## src/hdl/std_timer_regs.vh

```
// Notes on behaviour
// - Run-enable rising edge returns the output to its initial level (compare, PWM, pulse).
// - Mode field bits 7:6: 00 compare, 01 capture, 10 PWM/pulse, 11 timer.
// - Timer/counter mode leaves the output pin undriven.
// - Compare mode on A match: 00 hold, 01 low, 10 high, 11 toggle.
// - PWM mode function: 00 inactive, 01 active, 10 PWM, 11 single pulse.
// - Capture mode edge: 00 rise, 01 fall, 10 both, 11 none.
// - Requested level equal to initial level gives no visible change on match.
// - Bit 3 sets initial level, PWM active level, pulse start level.
// - Bit 2 inverts the output pin; no effect in timer/counter mode.
// - Bit 1 swaps PWM period and duty roles of the two compare values.
// - Bit 0 set clears on A match; clear on P match or overflow.
// - Clear select ignored in PWM, single pulse and capture modes.
// - Compare mode, clear select low: both A and P flags raised.
// - Compare mode, clear select high: only A flag, never P flag.
// - Zero full compare value: overflow at ffff with no A flag.
// - In compare mode only A match changes the output; P never.
// - Timer/counter mode counts and flags exactly like compare mode, no pin.
// - Three low bits of the run/clock control register read zero.
// - Run-enable rise clears the counter; fall freezes it.
// - Upper compare value matches counter bits 15:8 while bits 7:0 are zero.
// - Sixteen-bit up-counter; comparator A compares all sixteen bits.
`ifndef STD_TIMER_REGS_VH
`define STD_TIMER_REGS_VH

// ----------------------------------------------------------------
// Register offsets
// ----------------------------------------------------------------
`define ADDR_RUN_CTRL    3'h0
`define ADDR_MODE_CTRL   3'h1
`define ADDR_CNT_LO      3'h2
`define ADDR_CNT_HI      3'h3
`define ADDR_CMPA_LO     3'h4
`define ADDR_CMPA_HI     3'h5
`define ADDR_CMPP        3'h6
`define ADDR_FLAGS       3'h7

// ----------------------------------------------------------------
// Fields and codes
// ----------------------------------------------------------------
`define RUN_ENABLE_BIT   3
`define FLAG_A_BIT       0
`define FLAG_P_BIT       1
`define MODE_COMPARE     2'h0
`define MODE_CAPTURE     2'h1
`define MODE_PWM         2'h2
`define MODE_TIMER       2'h3
`define FN_PWM_INACTIVE  2'h0
`define FN_PWM_ACTIVE    2'h1
`define FN_PWM_WAVE      2'h2
`define FN_PULSE         2'h3
`define RESET_BYTE       8'h00

`endif

```

## src/hdl/std_timer.v

```verilog
// Added by the designer: the plain strobed port and the address map.
`timescale 1ns/1ps
`default_nettype none
`include "std_timer_regs.vh"

module std_timer
  #(
    parameter CNT_W = 16
  )
  (
    // Clock and reset
    input  wire       i_clk_sys,
    input  wire       i_arst_n,
    // Register port
    input  wire [2:0] i_addr,
    input  wire [7:0] i_wdata,
    input  wire       i_wr,
    input  wire       i_rd,
    output reg  [7:0] o_rdata,
    // Timer clock tick and pins
    input  wire       i_tick,
    input  wire       i_capture_input_pin,
    output reg        o_timer_output_pin,
    output reg        o_timer_output_pin_oe,
    output reg        o_match_a_flag,
    output reg        o_match_p_flag
  );

  // ----------------------------------------------------------------
  // Registers
  // ----------------------------------------------------------------
  reg  [7:0]       timer_run_clock_control_reg;
  reg  [7:0]       timer_mode_output_control_reg;
  reg  [CNT_W-1:0] count_reg;
  reg  [15:0]      compare_value_full_reg;
  reg  [7:0]       compare_value_upper_reg;
  reg  [7:0]       cmpa_lo_buf_reg;
  reg              run_d_reg;
  reg              out_level_reg;
  reg              cap_d_reg;
  reg              pwm_wave;

  wire [1:0] mode     = timer_mode_output_control_reg[7:6];
  wire [1:0] pin_fn   = timer_mode_output_control_reg[5:4];
  wire       init_lvl = timer_mode_output_control_reg[3];
  wire       invert   = timer_mode_output_control_reg[2];
  wire       dp_swap  = timer_mode_output_control_reg[1];
  wire       clr_sel  = timer_mode_output_control_reg[0];
  wire       run      = timer_run_clock_control_reg[`RUN_ENABLE_BIT];
  wire       paused   = timer_run_clock_control_reg[7];
  wire       run_rise = run & ~run_d_reg;
  wire       cmp_like = (mode == `MODE_COMPARE) || (mode == `MODE_TIMER);
  wire       step     = run & ~paused & i_tick;
  wire       pulse_md = (mode == `MODE_PWM) && (pin_fn == `FN_PULSE);

  // Comparators; zero full value never matches so overflow passes silently
  wire match_a = step && (count_reg == compare_value_full_reg)
                 && (compare_value_full_reg != 16'h0000);
  wire match_p = step && (count_reg[15:8] == compare_value_upper_reg)
                 && (count_reg[7:0] == 8'h00)
                 && (compare_value_upper_reg != 8'h00);

  // Capture edge select
  reg cap_evt;
  always @*
  begin
    case (pin_fn)
      2'h0:    cap_evt = i_capture_input_pin & ~cap_d_reg;
      2'h1:    cap_evt = ~i_capture_input_pin & cap_d_reg;
      2'h2:    cap_evt = i_capture_input_pin ^ cap_d_reg;
      default: cap_evt = 1'b0;
    endcase
  end

  // Period/duty roles
  reg [15:0] period_end;
  reg [15:0] duty_val;
  always @*
  begin
    if (!dp_swap)
    begin
      period_end = {compare_value_upper_reg, 8'h00};
      duty_val   = compare_value_full_reg;
    end
    else
    begin
      period_end = compare_value_full_reg;
      duty_val   = {compare_value_upper_reg, 8'h00};
    end
    // Zero upper value means full 65536 period/duty
    pwm_wave = ((period_end == 16'h0000) && !dp_swap) ? (count_reg < duty_val)
             : (count_reg < duty_val) || (duty_val == 16'h0000 && dp_swap);
  end

  // Period reached in PWM mode
  wire pwm_wrap = step && (period_end != 16'h0000) && (count_reg == period_end - 16'h0001);

  // ----------------------------------------------------------------
  // Counter, flags and output level
  // ----------------------------------------------------------------
  always @(posedge i_clk_sys or negedge i_arst_n)
  begin
    if (!i_arst_n)
    begin
      count_reg       <= 16'h0000;
      run_d_reg       <= 1'b0;
      cap_d_reg       <= 1'b0;
      out_level_reg   <= 1'b0;
      o_match_a_flag  <= 1'b0;
      o_match_p_flag  <= 1'b0;
    end
    else
    begin
      run_d_reg <= run;
      cap_d_reg <= i_capture_input_pin;
      if (run_rise)
        count_reg <= 16'h0000;
      else if (step)
      begin
        if (cmp_like && clr_sel && match_a)
          count_reg <= 16'h0000;
        else if (!cmp_like && mode == `MODE_PWM && !pulse_md && pwm_wrap)
          count_reg <= 16'h0000;
        else if ((cmp_like && !clr_sel || mode == `MODE_CAPTURE) && match_p)
          count_reg <= 16'h0000;
        else
          count_reg <= count_reg + 16'h0001;
      end
      // Output level: reload on run rise, else compare action
      if (run_rise)
        out_level_reg <= init_lvl;
      else if (mode == `MODE_COMPARE && match_a)
      begin
        case (pin_fn)
          2'h1:    out_level_reg <= 1'b0;
          2'h2:    out_level_reg <= 1'b1;
          2'h3:    out_level_reg <= ~out_level_reg;
          default: out_level_reg <= out_level_reg;
        endcase
      end
      else if (pulse_md && match_a)
        out_level_reg <= ~init_lvl;
      // Sticky flags; set wins over software clear
      if ((cmp_like || mode == `MODE_PWM) && match_a)
        o_match_a_flag <= 1'b1;
      else if (mode == `MODE_CAPTURE && run && cap_evt)
        o_match_a_flag <= 1'b1;
      else if (i_wr && i_addr == `ADDR_FLAGS && i_wdata[`FLAG_A_BIT])
        o_match_a_flag <= 1'b0;
      if (match_p && !(cmp_like && clr_sel) && !pulse_md)
        o_match_p_flag <= 1'b1;
      else if (i_wr && i_addr == `ADDR_FLAGS && i_wdata[`FLAG_P_BIT])
        o_match_p_flag <= 1'b0;
    end
  end

  // ----------------------------------------------------------------
  // Register writes, capture and pulse auto-stop
  // ----------------------------------------------------------------
  always @(posedge i_clk_sys or negedge i_arst_n)
  begin
    if (!i_arst_n)
    begin
      timer_run_clock_control_reg   <= `RESET_BYTE;
      timer_mode_output_control_reg <= `RESET_BYTE;
      compare_value_full_reg        <= 16'h0000;
      compare_value_upper_reg       <= `RESET_BYTE;
      cmpa_lo_buf_reg               <= `RESET_BYTE;
    end
    else
    begin
      if (i_wr)
      begin
        case (i_addr)
          `ADDR_RUN_CTRL:  timer_run_clock_control_reg <= {i_wdata[7:3], 3'h0};
          `ADDR_MODE_CTRL: timer_mode_output_control_reg <= i_wdata;
          // Low byte is held until the high byte lands, so both change together
          `ADDR_CMPA_LO:   cmpa_lo_buf_reg <= i_wdata;
          `ADDR_CMPA_HI:   compare_value_full_reg <= {i_wdata, cmpa_lo_buf_reg};
          `ADDR_CMPP:      compare_value_upper_reg <= i_wdata;
          default:         cmpa_lo_buf_reg <= cmpa_lo_buf_reg;
        endcase
      end
      else if (pulse_md && match_a)
        timer_run_clock_control_reg[`RUN_ENABLE_BIT] <= 1'b0;
      if (mode == `MODE_CAPTURE && run && cap_evt)
        compare_value_full_reg <= count_reg;
    end
  end

  // ----------------------------------------------------------------
  // Pin drive and read port
  // ----------------------------------------------------------------
  reg pin_level;
  always @*
  begin
    case (mode)
      `MODE_PWM:
        case (pin_fn)
          `FN_PWM_INACTIVE: pin_level = ~init_lvl;
          `FN_PWM_ACTIVE:   pin_level = init_lvl;
          `FN_PWM_WAVE:     pin_level = pwm_wave ? init_lvl : ~init_lvl;
          default:          pin_level = run ? out_level_reg : ~init_lvl;
        endcase
      default: pin_level = out_level_reg;
    endcase
  end

  always @(posedge i_clk_sys or negedge i_arst_n)
  begin
    if (!i_arst_n)
    begin
      o_timer_output_pin    <= 1'b0;
      o_timer_output_pin_oe <= 1'b0;
      o_rdata               <= 8'h00;
    end
    else
    begin
      o_timer_output_pin    <= pin_level ^ invert;
      o_timer_output_pin_oe <= (mode == `MODE_COMPARE) || (mode == `MODE_PWM);
      if (i_rd)
      begin
        case (i_addr)
          `ADDR_RUN_CTRL:  o_rdata <= timer_run_clock_control_reg;
          `ADDR_MODE_CTRL: o_rdata <= timer_mode_output_control_reg;
          `ADDR_CNT_LO:    o_rdata <= count_reg[7:0];
          `ADDR_CNT_HI:    o_rdata <= count_reg[15:8];
          `ADDR_CMPA_LO:   o_rdata <= compare_value_full_reg[7:0];
          `ADDR_CMPA_HI:   o_rdata <= compare_value_full_reg[15:8];
          `ADDR_CMPP:      o_rdata <= compare_value_upper_reg;
          default:         o_rdata <= {6'h00, o_match_p_flag, o_match_a_flag};
        endcase
      end
      else
        o_rdata <= 8'h00;
    end
  end

endmodule // std_timer

`default_nettype wire

```

## config.mk

```make
export PLATFORM = sky130hd
export DESIGN_NAME = std_timer
export DESIGN_NICKNAME = d
export VERILOG_FILES = /design/src/hdl/std_timer.v
export VERILOG_INCLUDE_DIRS = /design/src /design/src/hdl
export SDC_FILE = /design/constraint.sdc
export NUM_CORES = 1
export LEC_CHECK = 0
export CORE_MARGIN = 4
export CORE_UTILIZATION = 31
export DETAILED_ROUTE_END_ITERATION = 7
export DONT_BUFFER_PORTS = 1
export PLACE_DENSITY = 0.55
export REMOVE_ABC_BUFFERS = 1
export SYNTH_ARGS = -nofsm -noshare
export SYNTH_HDL_FRONTEND = slang
export SYNTH_SLANG_ARGS = --single-unit
```

## constraint.sdc

```tcl
create_clock -name i_clk_sys -period 3.4 [get_ports i_clk_sys]
set_clock_uncertainty 0.05 [all_clocks]
set_input_delay 0.51 -clock i_clk_sys [delete_from_list [all_inputs] [get_ports i_clk_sys]]
set_output_delay 0.51 -clock i_clk_sys [all_outputs]
set_load 0.01 [all_outputs]
```

# ---- Word-level counts from Yosys, hierarchy flattened
# Index checks and enable logic that the tools add are counted.
dict set report totals {
  regBits 76
  in_bits 17
  out_inout_bits 12
  wordCells 139
}
dict set report classes {
  addsub 2
  magnitude_cmp 1
  n_eq_ne 18
  muxes 30
  bitwise 13
  n_reduce_logical 60
}
# cell count
set op_table {}
lappend op_table {{$mux 16} 10}
lappend op_table {{$pmux 8 s7} 1}
lappend op_table {{$eq 16x16->1} 2}
lappend op_table {{$logic_not 16->1} 2}
lappend op_table {{$reduce_bool 16->1} 2}
lappend op_table {{$logic_and 1x1->1} 27}
lappend op_table {{$add 16x1->16 const B} 1}
lappend op_table {{$lt 16x16->1} 1}
lappend op_table {{$sub 16x1->16 const B} 1}
lappend op_table {{$mux 1} 14}
lappend op_table {{$reduce_and 2->1} 7}
lappend op_table {{$eq 3x3->1 const B} 4}
lappend op_table {{$reduce_bool 2->1} 5}
lappend op_table {{$pmux 1 s3} 3}
lappend op_table {{$eq 2x2->1 const B} 4}
lappend op_table {{$eq 8x8->1} 1}
lappend op_table {{$logic_not 8->1} 1}
lappend op_table {{$mux 8} 1}
lappend op_table {{$reduce_bool 8->1} 1}
lappend op_table {{$eq 3x2->1 const B} 2}
lappend op_table {{$not 1->1} 6}
lappend op_table {{$reduce_bool 3->1} 2}
lappend op_table {{$and 1x1->1} 5}
lappend op_table {{$logic_not 1->1} 5}
lappend op_table {{other kinds (9)} 16}

# ---- Logic depth before layout (Yosys ltp)
# Gate-level depths: netlist of the first run.
dict set report depth {
  word_depth 12
  depth_mapped 15
  depth_no_buf 10
}

# ---- Worst setup path after synthesis of the first run
# No wires, ideal clock.
dict set report synth_path {
  path_type {register to register}
  start {register timer_mode_output_control_reg[1]}
  end {register count_reg[6]}
  t_arrival_ns 2.898
  required_ns 3.258
  slack_ns 0.360
  path_stages_with_launch 15
  cell_sequence {dfrtp_1 buf_2 buf_4 clkbuf_8 buf_2 nand2_1 ha_1 nor3b_1 mux2i_1 mux2i_1 a311oi_1 nor3_1 and4b_4 o311a_1 o31ai_2}
}
dict set report synth_via {
  elab_chain_len 9
  elab_cells_between_ends 11
  classes_between {add/sub (1); eq/ne (1); mux (5); reduce/logical (4)}
}
# item line_no
set synth_rtl {}
lappend synth_rtl {{start, declared} std_timer.v:33} ;# reg [7:0] timer_mode_output_control_reg;
lappend synth_rtl {{start signal, assigned} std_timer.v:165} ;# timer_mode_output_control_reg <= `RESET_BYTE;
lappend synth_rtl {{start signal, assigned} std_timer.v:176} ;# `ADDR_MODE_CTRL: timer_mode_output_control_reg <= i_wdata;
lappend synth_rtl {{$mux 16 (*)} std_timer.v:80} ;# if (!dp_swap)
lappend synth_rtl {{$sub 16x1->16 / $reduce_bool 16->1 (equally long branches)} std_timer.v:96} ;# wire pwm_wrap = step && (period_end != 16'h0000) && (count_reg == period_end - 16'h0001);
lappend synth_rtl {{$eq 16x16->1 / $logic_and 1x1->1 (equally long branches)} std_timer.v:96}
lappend synth_rtl {{$logic_and 1x1->1 (*)} std_timer.v:96}
lappend synth_rtl {{$logic_and 1x1->1 (*)} std_timer.v:122} ;# else if (!cmp_like && mode == `MODE_PWM && !pulse_md && pwm_wrap)
lappend synth_rtl {{$mux 16 (*)} std_timer.v:122}
lappend synth_rtl {{$mux 16 (*)} std_timer.v:120} ;# if (cmp_like && clr_sel && match_a)
lappend synth_rtl {{$mux 16 (*)} std_timer.v:118} ;# else if (step)
lappend synth_rtl {{$mux 16 (*)} std_timer.v:116} ;# if (run_rise)
lappend synth_rtl {{end signal, assigned} std_timer.v:127} ;# count_reg <= count_reg + 16'h0001;
lappend synth_rtl {{end, declared} std_timer.v:34} ;# reg [CNT_W-1:0] count_reg;
# Every way passes the cells marked *; elsewhere a longest branch is shown, timed or not. The select of a mux whose other input is x is not followed.
# A chain may end at the register's enable or synchronous reset.

# ---- Worst setup path in the final report of the first run
dict set report layout_path {
  start {register count_reg[0]}
  end {register count_reg[6]}
}
dict set report layout_via {
  elab_chain_len 9
  elab_cells_between_ends 17
  classes_between {add/sub (1); eq/ne (2); mux (5); reduce/logical (9)}
}
# item line_no
set layout_rtl {}
lappend layout_rtl {{branches (longest 6 deep; another with $add 16x1->16)} -}
lappend layout_rtl {{$mux 16 (*)} std_timer.v:120}
lappend layout_rtl {{$mux 16 (*)} std_timer.v:118}
lappend layout_rtl {{$mux 16 (*)} std_timer.v:116}
# Every way passes the cells marked *. The select of a mux whose other input is x is not followed.

==> metrics.sh, run 1 <==
DOMINANTREGCELLSYNTH='dfrtp_1'
YS_TYPES=68
H-TREE-DEPTH=3
CTS_BUFFER_DEPTH=2
PLACE_CONGESTION=0.884
YOSYS_WARNING_TOTAL=0
DRV_CAP=0
MIN_PERIOD_PS=3190
CLK_PIN_SLEW_WORST_PATHS_PS=70
POST_ROUTE_CELLS_DRIVE_ABOVE_1_SHARE_PCT=14.8
RR_STARTPOINT='count_reg[0]'
DATA_ARRIVAL_TIME_OF_THE_WORST_PATH_PS=3370
GRT_SETUP_UNREPAIRED='no'
DIE_HEIGHT_UM=147
CTS_MADE_BUFFERS=9
FF2FF_SETUP_SLACK_PS=210
ANTENNA_FOUND_INITIAL=1
RUN_STATUS='finished with violations'
FINISH.NET_COUNT=692
DRCVIOLATIONCOUNT=0
VIAS_PER_CELL=5.45
SYN_AREA_PER_CELL_SQ_UM=8.89
SITE_ROWS=50
PLACE_HPWL_UM=13400
TIMING.FINAL.MAX_SLEW_VIOLATIONS=0
DR.FIRST_ITER.DRC_COUNT=339
GRT_FIRST_PASS_WIRELENGTH_UM=29200
NUMBER_OF_FILL_CELLS=1990
WORST-SETUP-PATH-TYPE='flip-flop to flip-flop'
SYNTH_EDF_COUNT=0
RELSLEWSLACK_PCT=40.6
SETUP.WORST_PATH.START_CLASS='flip-flop'
WORST_PATH_MAXIMUM_FANOUT=15
GRT_MAX_DEGREE=77
FIN_HOLD_WS_PS=-12.5
CTS_POST_SETUP_BUFFERS_INSERTED=0
DIE_WIDTH_UM=147
GRT_OVERFLOW=0
FOOTPRINT_OF_THE_MULTI_INPUT_GATES_SQ_UM=3740
DETAIL_ROUTE.WL_PER_CELL_UM=20.2
SYNTH_SEQ_CELLS=76
POST-ROUTE-CELL-AREA_SQ_UM=6550
ROUTED-VIA-COUNT=5003
FLOORPLAN.INITIALDENSITY_PCT=31.9
MIN-DELAY-PATH-CLASS='primary input to async pin'
NUMPORTBUFFERS=0
GR-USAGE-ALL-LAYERS_PCT=17.3
FINAL_COUNT_OF_NEGATIVE_SETUP_SLACK_ENDPOINTS=0
REGAREA_SQ_UM=1900
FAILED_CHECKS='negative hold slack'
DETAILEDROUTE.FIRSTPASSITERATIONCOUNT=5
CRITPATHCAPTURETYPE='flip-flop'
CRITPATHREQUIREDTIME_PS=3580
IOPINCOUNT=29
ROUTE.ANTENNA.REMAINING_NETS=0
WORST-SLEW-PIN-TRANSITION_PS=889
TOTALPOWERFINAL_mW=3.90
R2R.WORST_PATH.CELLS=9
ROUTE.FINAL.WIRE_LENGTH_UM=18600
CLK-INSERTION-DELAY-LATE_PS=350
POWER.LEAKAGE_nW=2.72
CELLPOWERDENSITY_nW_PER_UM2=595
GRT_PASS1_VIAS=4782
PEAKVDDDROP_V=0.000377
SYNTH_AREA_SQ_UM=6030
TOP_ACHIEVABLE_CLOCK_SPEED_MHz=314
FIN_CRIT_SH_PCT=93.8
FINAL_CORE_UTIL_PCT=34.7
PLACED_AREA_SQ_UM=6220
CRIT-REG2REG-CAPTURE='count_reg[6]'
DIE_AREA_SQ_UM=21700
CTS.SINKS=76
CORE-AREA_SQ_UM=18900
HOLD_VIOLATIONS=16
SYNTHCELLS=678
SHARE_OF_THE_YOSYS_CHIP_AREA_BELONGING_TO_REGISTERS_PCT=31.5
CTS.ROOT.BUFFER_CELL='clkbuf_16'
SYNTH_ASYNC_SR_FLOP_SHARE_PCT=100
AREA_OVERHEAD_OF_THE_LAYOUT_RELATIVE_TO_SYNTHESIS_PCT=8.67
CTS_TREE='done'
[per-layer routing]
metal / vias up / global-route usage, % / part of all wire [%]
met5: - / 0 / 0
met4: 0 / 3.96 / 1.7
met3: 23 / 4.14 / 6.2
met2: 135 / 27.4 / 46
met1: 2471 / 24.1 / 47
li1: 2374 / - / -
[critical path, stage by stage (launching register included)]
cell and delay (ps):
dfrtp_1 530, inv_1 180, ha_1 160, nor4b_1 450, nand4_1 290, a2111oi_4 480, a32o_1 270, or2_2 360
o311a_1 230, o31ai_2 60
[Yosys cell counts (5+ instances only)]
library cell / number / area (sq um)
nor3_1: 11 / 55.1
nand2_1: 80 / 300
nor3b_1: 5 / 37.5
nor2b_1: 6 / 37.5
o21ai_0: 35 / 175
a21oi_1: 26 / 130
a21o_1: 10 / 75.1
mux2i_1: 44 / 440
nand3_1: 18 / 90.1
buf_6: 6 / 67.6
a211oi_1: 10 / 75.1
nand4_1: 15 / 93.8
inv_1: 16 / 60.1
a31oi_1: 6 / 37.5
nor2_1: 41 / 154
buf_2: 9 / 45.0
ha_1: 23 / 288
buf_4: 5 / 37.5
dfrtp_1: 76 / 1900
xor2_1: 6 / 52.6
nand2b_1: 6 / 37.5
or2_2: 8 / 50.1
a22oi_1: 6 / 45.0
mux2_2: 31 / 349
a211o_1: 12 / 105
and3_1: 7 / 43.8
clkbuf_1: 40 / 150
nor4_1: 5 / 31.3
o21ai_1: 5 / 25.0
or3_1: 8 / 50.1
a21boi_0: 11 / 82.6
xnor2_1: 36 / 315
[cell families (layout without fill, tap and decap cells)]
group	count (synthesis)	after routing	synth area share (%)
xor gates and xnor gates	43	43	6.37
muxes	79	79	14.7
DFF	76	76	31.5
buffers and inverters	80	59	6.68
and+or+nand+nor	234	234	20.1
other	0	1	0
AOI/OAI and AO/OA	143	143	15.9
adders and majority gates	23	23	4.77
[metrics by stage]
| step | worst slack [ps] | TNS (ps) | cells | hold slack, ps |
|---|---|---|---|---|
| after floorplan | -76.5 | -76.5 | 614 | 164 |
| after CTS | 168 | 0 | 917 | 18.9 |
| final | 212 | 0 | 918 | -12.5 |
| after detailed placement | -5.17 | -5.17 | 900 | 168 |
| after global routing | 68.0 | 0 | 918 | 12.1 |
| after global placement | 8.13 | 0 | 900 | 168 |
[worst max path at each step]
stage                                           startpoint            endpoint  slack (ps)  depth (start not counted)
after floorplan           timer_mode_output_control_reg[1]  o_timer_output_pin         -80                         10
final                                         count_reg[0]        count_reg[6]         210                          9
after CTS                                     count_reg[0]        count_reg[6]         170                          9
after detailed placement                      count_reg[0]        count_reg[6]          -5                          9
after global placement                        count_reg[0]        count_reg[6]           8                          9
after global routing                          count_reg[0]        count_reg[1]          70                          9
[layout make-up]
cell class	instances	area share, %
Inverter	16	0.917
Clock inverter	7	0.993
Clock buffer	9	3.44
Sequential cell	76	29.0
Antenna cell	1	0.0382
Multi-Input combinational cell	522	57.0
Tap cell	260	4.96
Timing Repair Buffer	27	3.59
[power breakdown]
part	switching (mW)	internal, mW
logic	0.791	0.684
registers	0.371	1.09
clock network	0.449	0.516
total	1.61	2.29
[what timing repair did]
item,CTS,global route
hold buffers,1,0
setup endpoints to repair,3,3
gates cloned,0,0
gates resized for setup,1,1
endpoints found under the hold margin,76,0
[cell usage in the layout, fill, tap and decap left out, types with 7 or more instances in the layout]
master / count
inv_1: 16
clkbuf_16: 9
xnor2_1: 36
nor3_1: 11
a21o_1: 10
o21ai_0: 35
and3_1: 7
a21oi_1: 26
or2_2: 9
mux2_2: 31
nand2_1: 80
a211oi_1: 10
a21boi_0: 11
nand4_1: 15
dfrtp_1: 76
nor2_1: 41
ha_1: 23
a211o_1: 12
buf_4: 25
mux2i_1: 44
nand3_1: 18
or3_1: 8
Power figures use the tool's default switching activity.
==> run 2: changes to the inputs <==
ABC_AREA = 1   (was default)
==> metrics.sh, run 2 <==
DRV_CAP=0
CTS_RESIZED=0
PRE_CTS_SLACK_PS=819
TOTALPOWERFINAL_mW=3.88
DETAIL_ROUTE.WL_PER_CELL_UM=18.4
DATA_ARRIVAL_TIME_OF_THE_WORST_PATH_PS=2820
FINISH.NET_COUNT=873
NUMPORTBUFFERS=0
CTS_TREE='done'
CTS_BUFFER_DEPTH=2
MIN-DELAY-PATH-CLASS='primary input to async pin'
POST-ROUTE-CELL-AREA_SQ_UM=6330
POWER.LEAKAGE_nW=3.02
WORST-SETUP-PATH-TYPE='flip-flop to flip-flop'
ANTENNA-DIODE-COUNT=0
DIE_HEIGHT_UM=144
DRCVIOLATIONCOUNT=0
CORE-AREA_SQ_UM=18100
CELLPOWERDENSITY_nW_PER_UM2=613
GRT_PASS1_VIAS=5565
IOPINCOUNT=29
CLK-INSERTION-DELAY-LATE_PS=350
DR.FIRST_ITER.DRC_COUNT=575
CRITPATHCAPTURETYPE='flip-flop'
AREA_OVERHEAD_OF_THE_LAYOUT_RELATIVE_TO_SYNTHESIS_PCT=10.2
GRT_SETUP_UNREPAIRED='no'
CLK_PIN_SLEW_WORST_PATHS_PS=70
FF2FF_SETUP_SLACK_PS=770
DETAILEDROUTE.FIRSTPASSITERATIONCOUNT=6
DIE_WIDTH_UM=144
PLACED_AREA_SQ_UM=5970
SYNTH_ASYNC_SR_FLOP_SHARE_PCT=100
CRITPATHREQUIREDTIME_PS=3580
RELSLEWSLACK_PCT=20.3
ROUTED-VIA-COUNT=5592
SITE_ROWS=49
TIMING.FINAL.MAX_SLEW_VIOLATIONS=0
WORST-SLEW-PIN-TRANSITION_PS=1190
SHARE_OF_THE_YOSYS_CHIP_AREA_BELONGING_TO_REGISTERS_PCT=33.1
ROUTE.ANTENNA.REMAINING_NETS=0
YS_TYPES=43
VIAS_PER_CELL=5.24
SYNTH.TOP_CELLS.BY_AREA='dfrtp_1, nand2_1, inv_1'
ANTENNA_FOUND_INITIAL=0
PLACE_CONGESTION=1.01
SYNTH_AREA_SQ_UM=5740
MOSTFREQUENTLAYOUTCELLS='nand2_1, inv_1, nor2_1, dfrtp_1, nand3_1'
YS_TOP_CELLS_BY_COUNT='nand2_1, inv_1, nor2_1'
PLACE_HPWL_UM=15100
SYNTH_TOP_AREA_SHARE_PCT=33.1
ROUTE.FINAL.WIRE_LENGTH_UM=19600
SYNTH_SEQ_CELLS=76
GRT_MAX_DEGREE=77
GR-USAGE-ALL-LAYERS_PCT=19.7
GRT_OVERFLOW=0
CTS.SINKS=76
SYNTHCELLS=834
LAYOUT_COMMONEST_CELL='nand2_1'
DOMINANTREGCELLSYNTH='dfrtp_1'
FIN_HOLD_WS_PS=21.4
MIN_PERIOD_PS=2630
PEAKVDDDROP_V=0.000398
CTS_MADE_BUFFERS=9
POST_ROUTE_CELLS_DRIVE_ABOVE_1_SHARE_PCT=6.32
FINAL_COUNT_OF_NEGATIVE_SETUP_SLACK_ENDPOINTS=0
CTS.ROOT.BUFFER_CELL='clkbuf_16'
FIN_CRIT_SH_PCT=77.4
DIE_AREA_SQ_UM=20800
GRT_FIRST_PASS_WIRELENGTH_UM=31200
SYNTH_TOP_AREA_CELL='dfrtp_1'
H-TREE-DEPTH=3
YOSYS_WARNING_TOTAL=0
SETUP.WORST_PATH.START_CLASS='flip-flop'
SYN_AREA_PER_CELL_SQ_UM=6.88
POST-SYNTH-TOP-COUNT-CELL='nand2_1'
TOP_ACHIEVABLE_CLOCK_SPEED_MHz=380
SETUP-TNS-FINAL_PS=0
WORST_PATH_MAXIMUM_FANOUT=13
HOLD_VIOLATIONS=0
RUN_STATUS='completed'
LAYOUT_SETUP_WS_PS=768
SYNTH_EDF_COUNT=0
FLOORPLAN.INITIALDENSITY_PCT=31.7
-- run 2: cell types whose count changed after synthesis, sizes merged, moves of 31 or more --
cell    change
inv        +90
mux2i      -44
nand3      +46
nand2     +162
mux2       -31
nor2       +56
clkbuf     -33
-- run 2: logic make-up after synthesis --
kind of cell / synth area share, %
flip-flops: 33.1
adder cells (fa/ha/maj): 5.01
XOR/XNOR: 5.86
buffers and inverters: 9.13
AO/OA/AOI/OAI: 13.0
AND/OR/NAND/NOR: 33.8
-- run 2: power by group --
group          switching (mW)  internal, mW  leakage [nW]  total (mW)
sequential              0.224          1.08         0.981        1.30
combinational           0.986         0.501          1.88        1.49
clock                   0.424         0.670         0.160        1.09
-- run 2: critical path, stage by stage, from the launching register on --
cell and delay [ps]:
dfrtp_1 550, inv_1 280, nand2_1 170, nand2_1 60, nor3_1 210, and3_1 190, nand2_1 110, nor2_1 260
nor2_1 170, inv_2 260, nor2_1 90, nand2_1 80, nand2_1 50
-- run 2: per-layer routing --
metal	vias to the layer above	wire [um]	track usage, %
li1	2736	-	-
met1	2596	8700	26.7
met2	227	8730	31.0
met3	33	1670	5.46
met4	0	490	5.50
met5	-	0	0
-- run 2: repair_timing --
action,CTS,global route
hold buffers,1,0
hold endpoints to repair,76,0
buffers inserted,0,0
-- run 2: metrics by stage --
stage / cells / utilization, %
final: 1067 / 35.0
after global routing: 1067 / 35.0
after CTS: 1067 / 35.0
after detailed placement: 1050 / 33.0
after global placement: 1050 / 33.0
after floorplan: 813 / -
-- run 2: path summary, 6_finish.rpt --
path | from | end | cells after the start
min in group i_clk_sys | i_capture_input_pin | cap_d_reg | 0
setup reg to reg | count_reg[14] | count_reg[10] | 12
max in group asynchronous | i_arst_n | cmpa_lo_buf_reg[1] | 1
hold / removal | i_arst_n | compare_value_full_reg[10] | 1
setup / recovery | count_reg[14] | count_reg[10] | 12
hold reg to reg | cmpa_lo_buf_reg[2] | cmpa_lo_buf_reg[2] | 2
-- run 2: cell type report --
type                            instances  area (sq um)
Sequential cell                        76          1900
Timing Repair Buffer                    9          87.6
Clock buffer                           10           239
Multi-Input combinational cell        629          3320
Clock inverter                          6          93.8
Inverter                              108           405
Tap cell                              229           287
Fill cell                            1938         11800
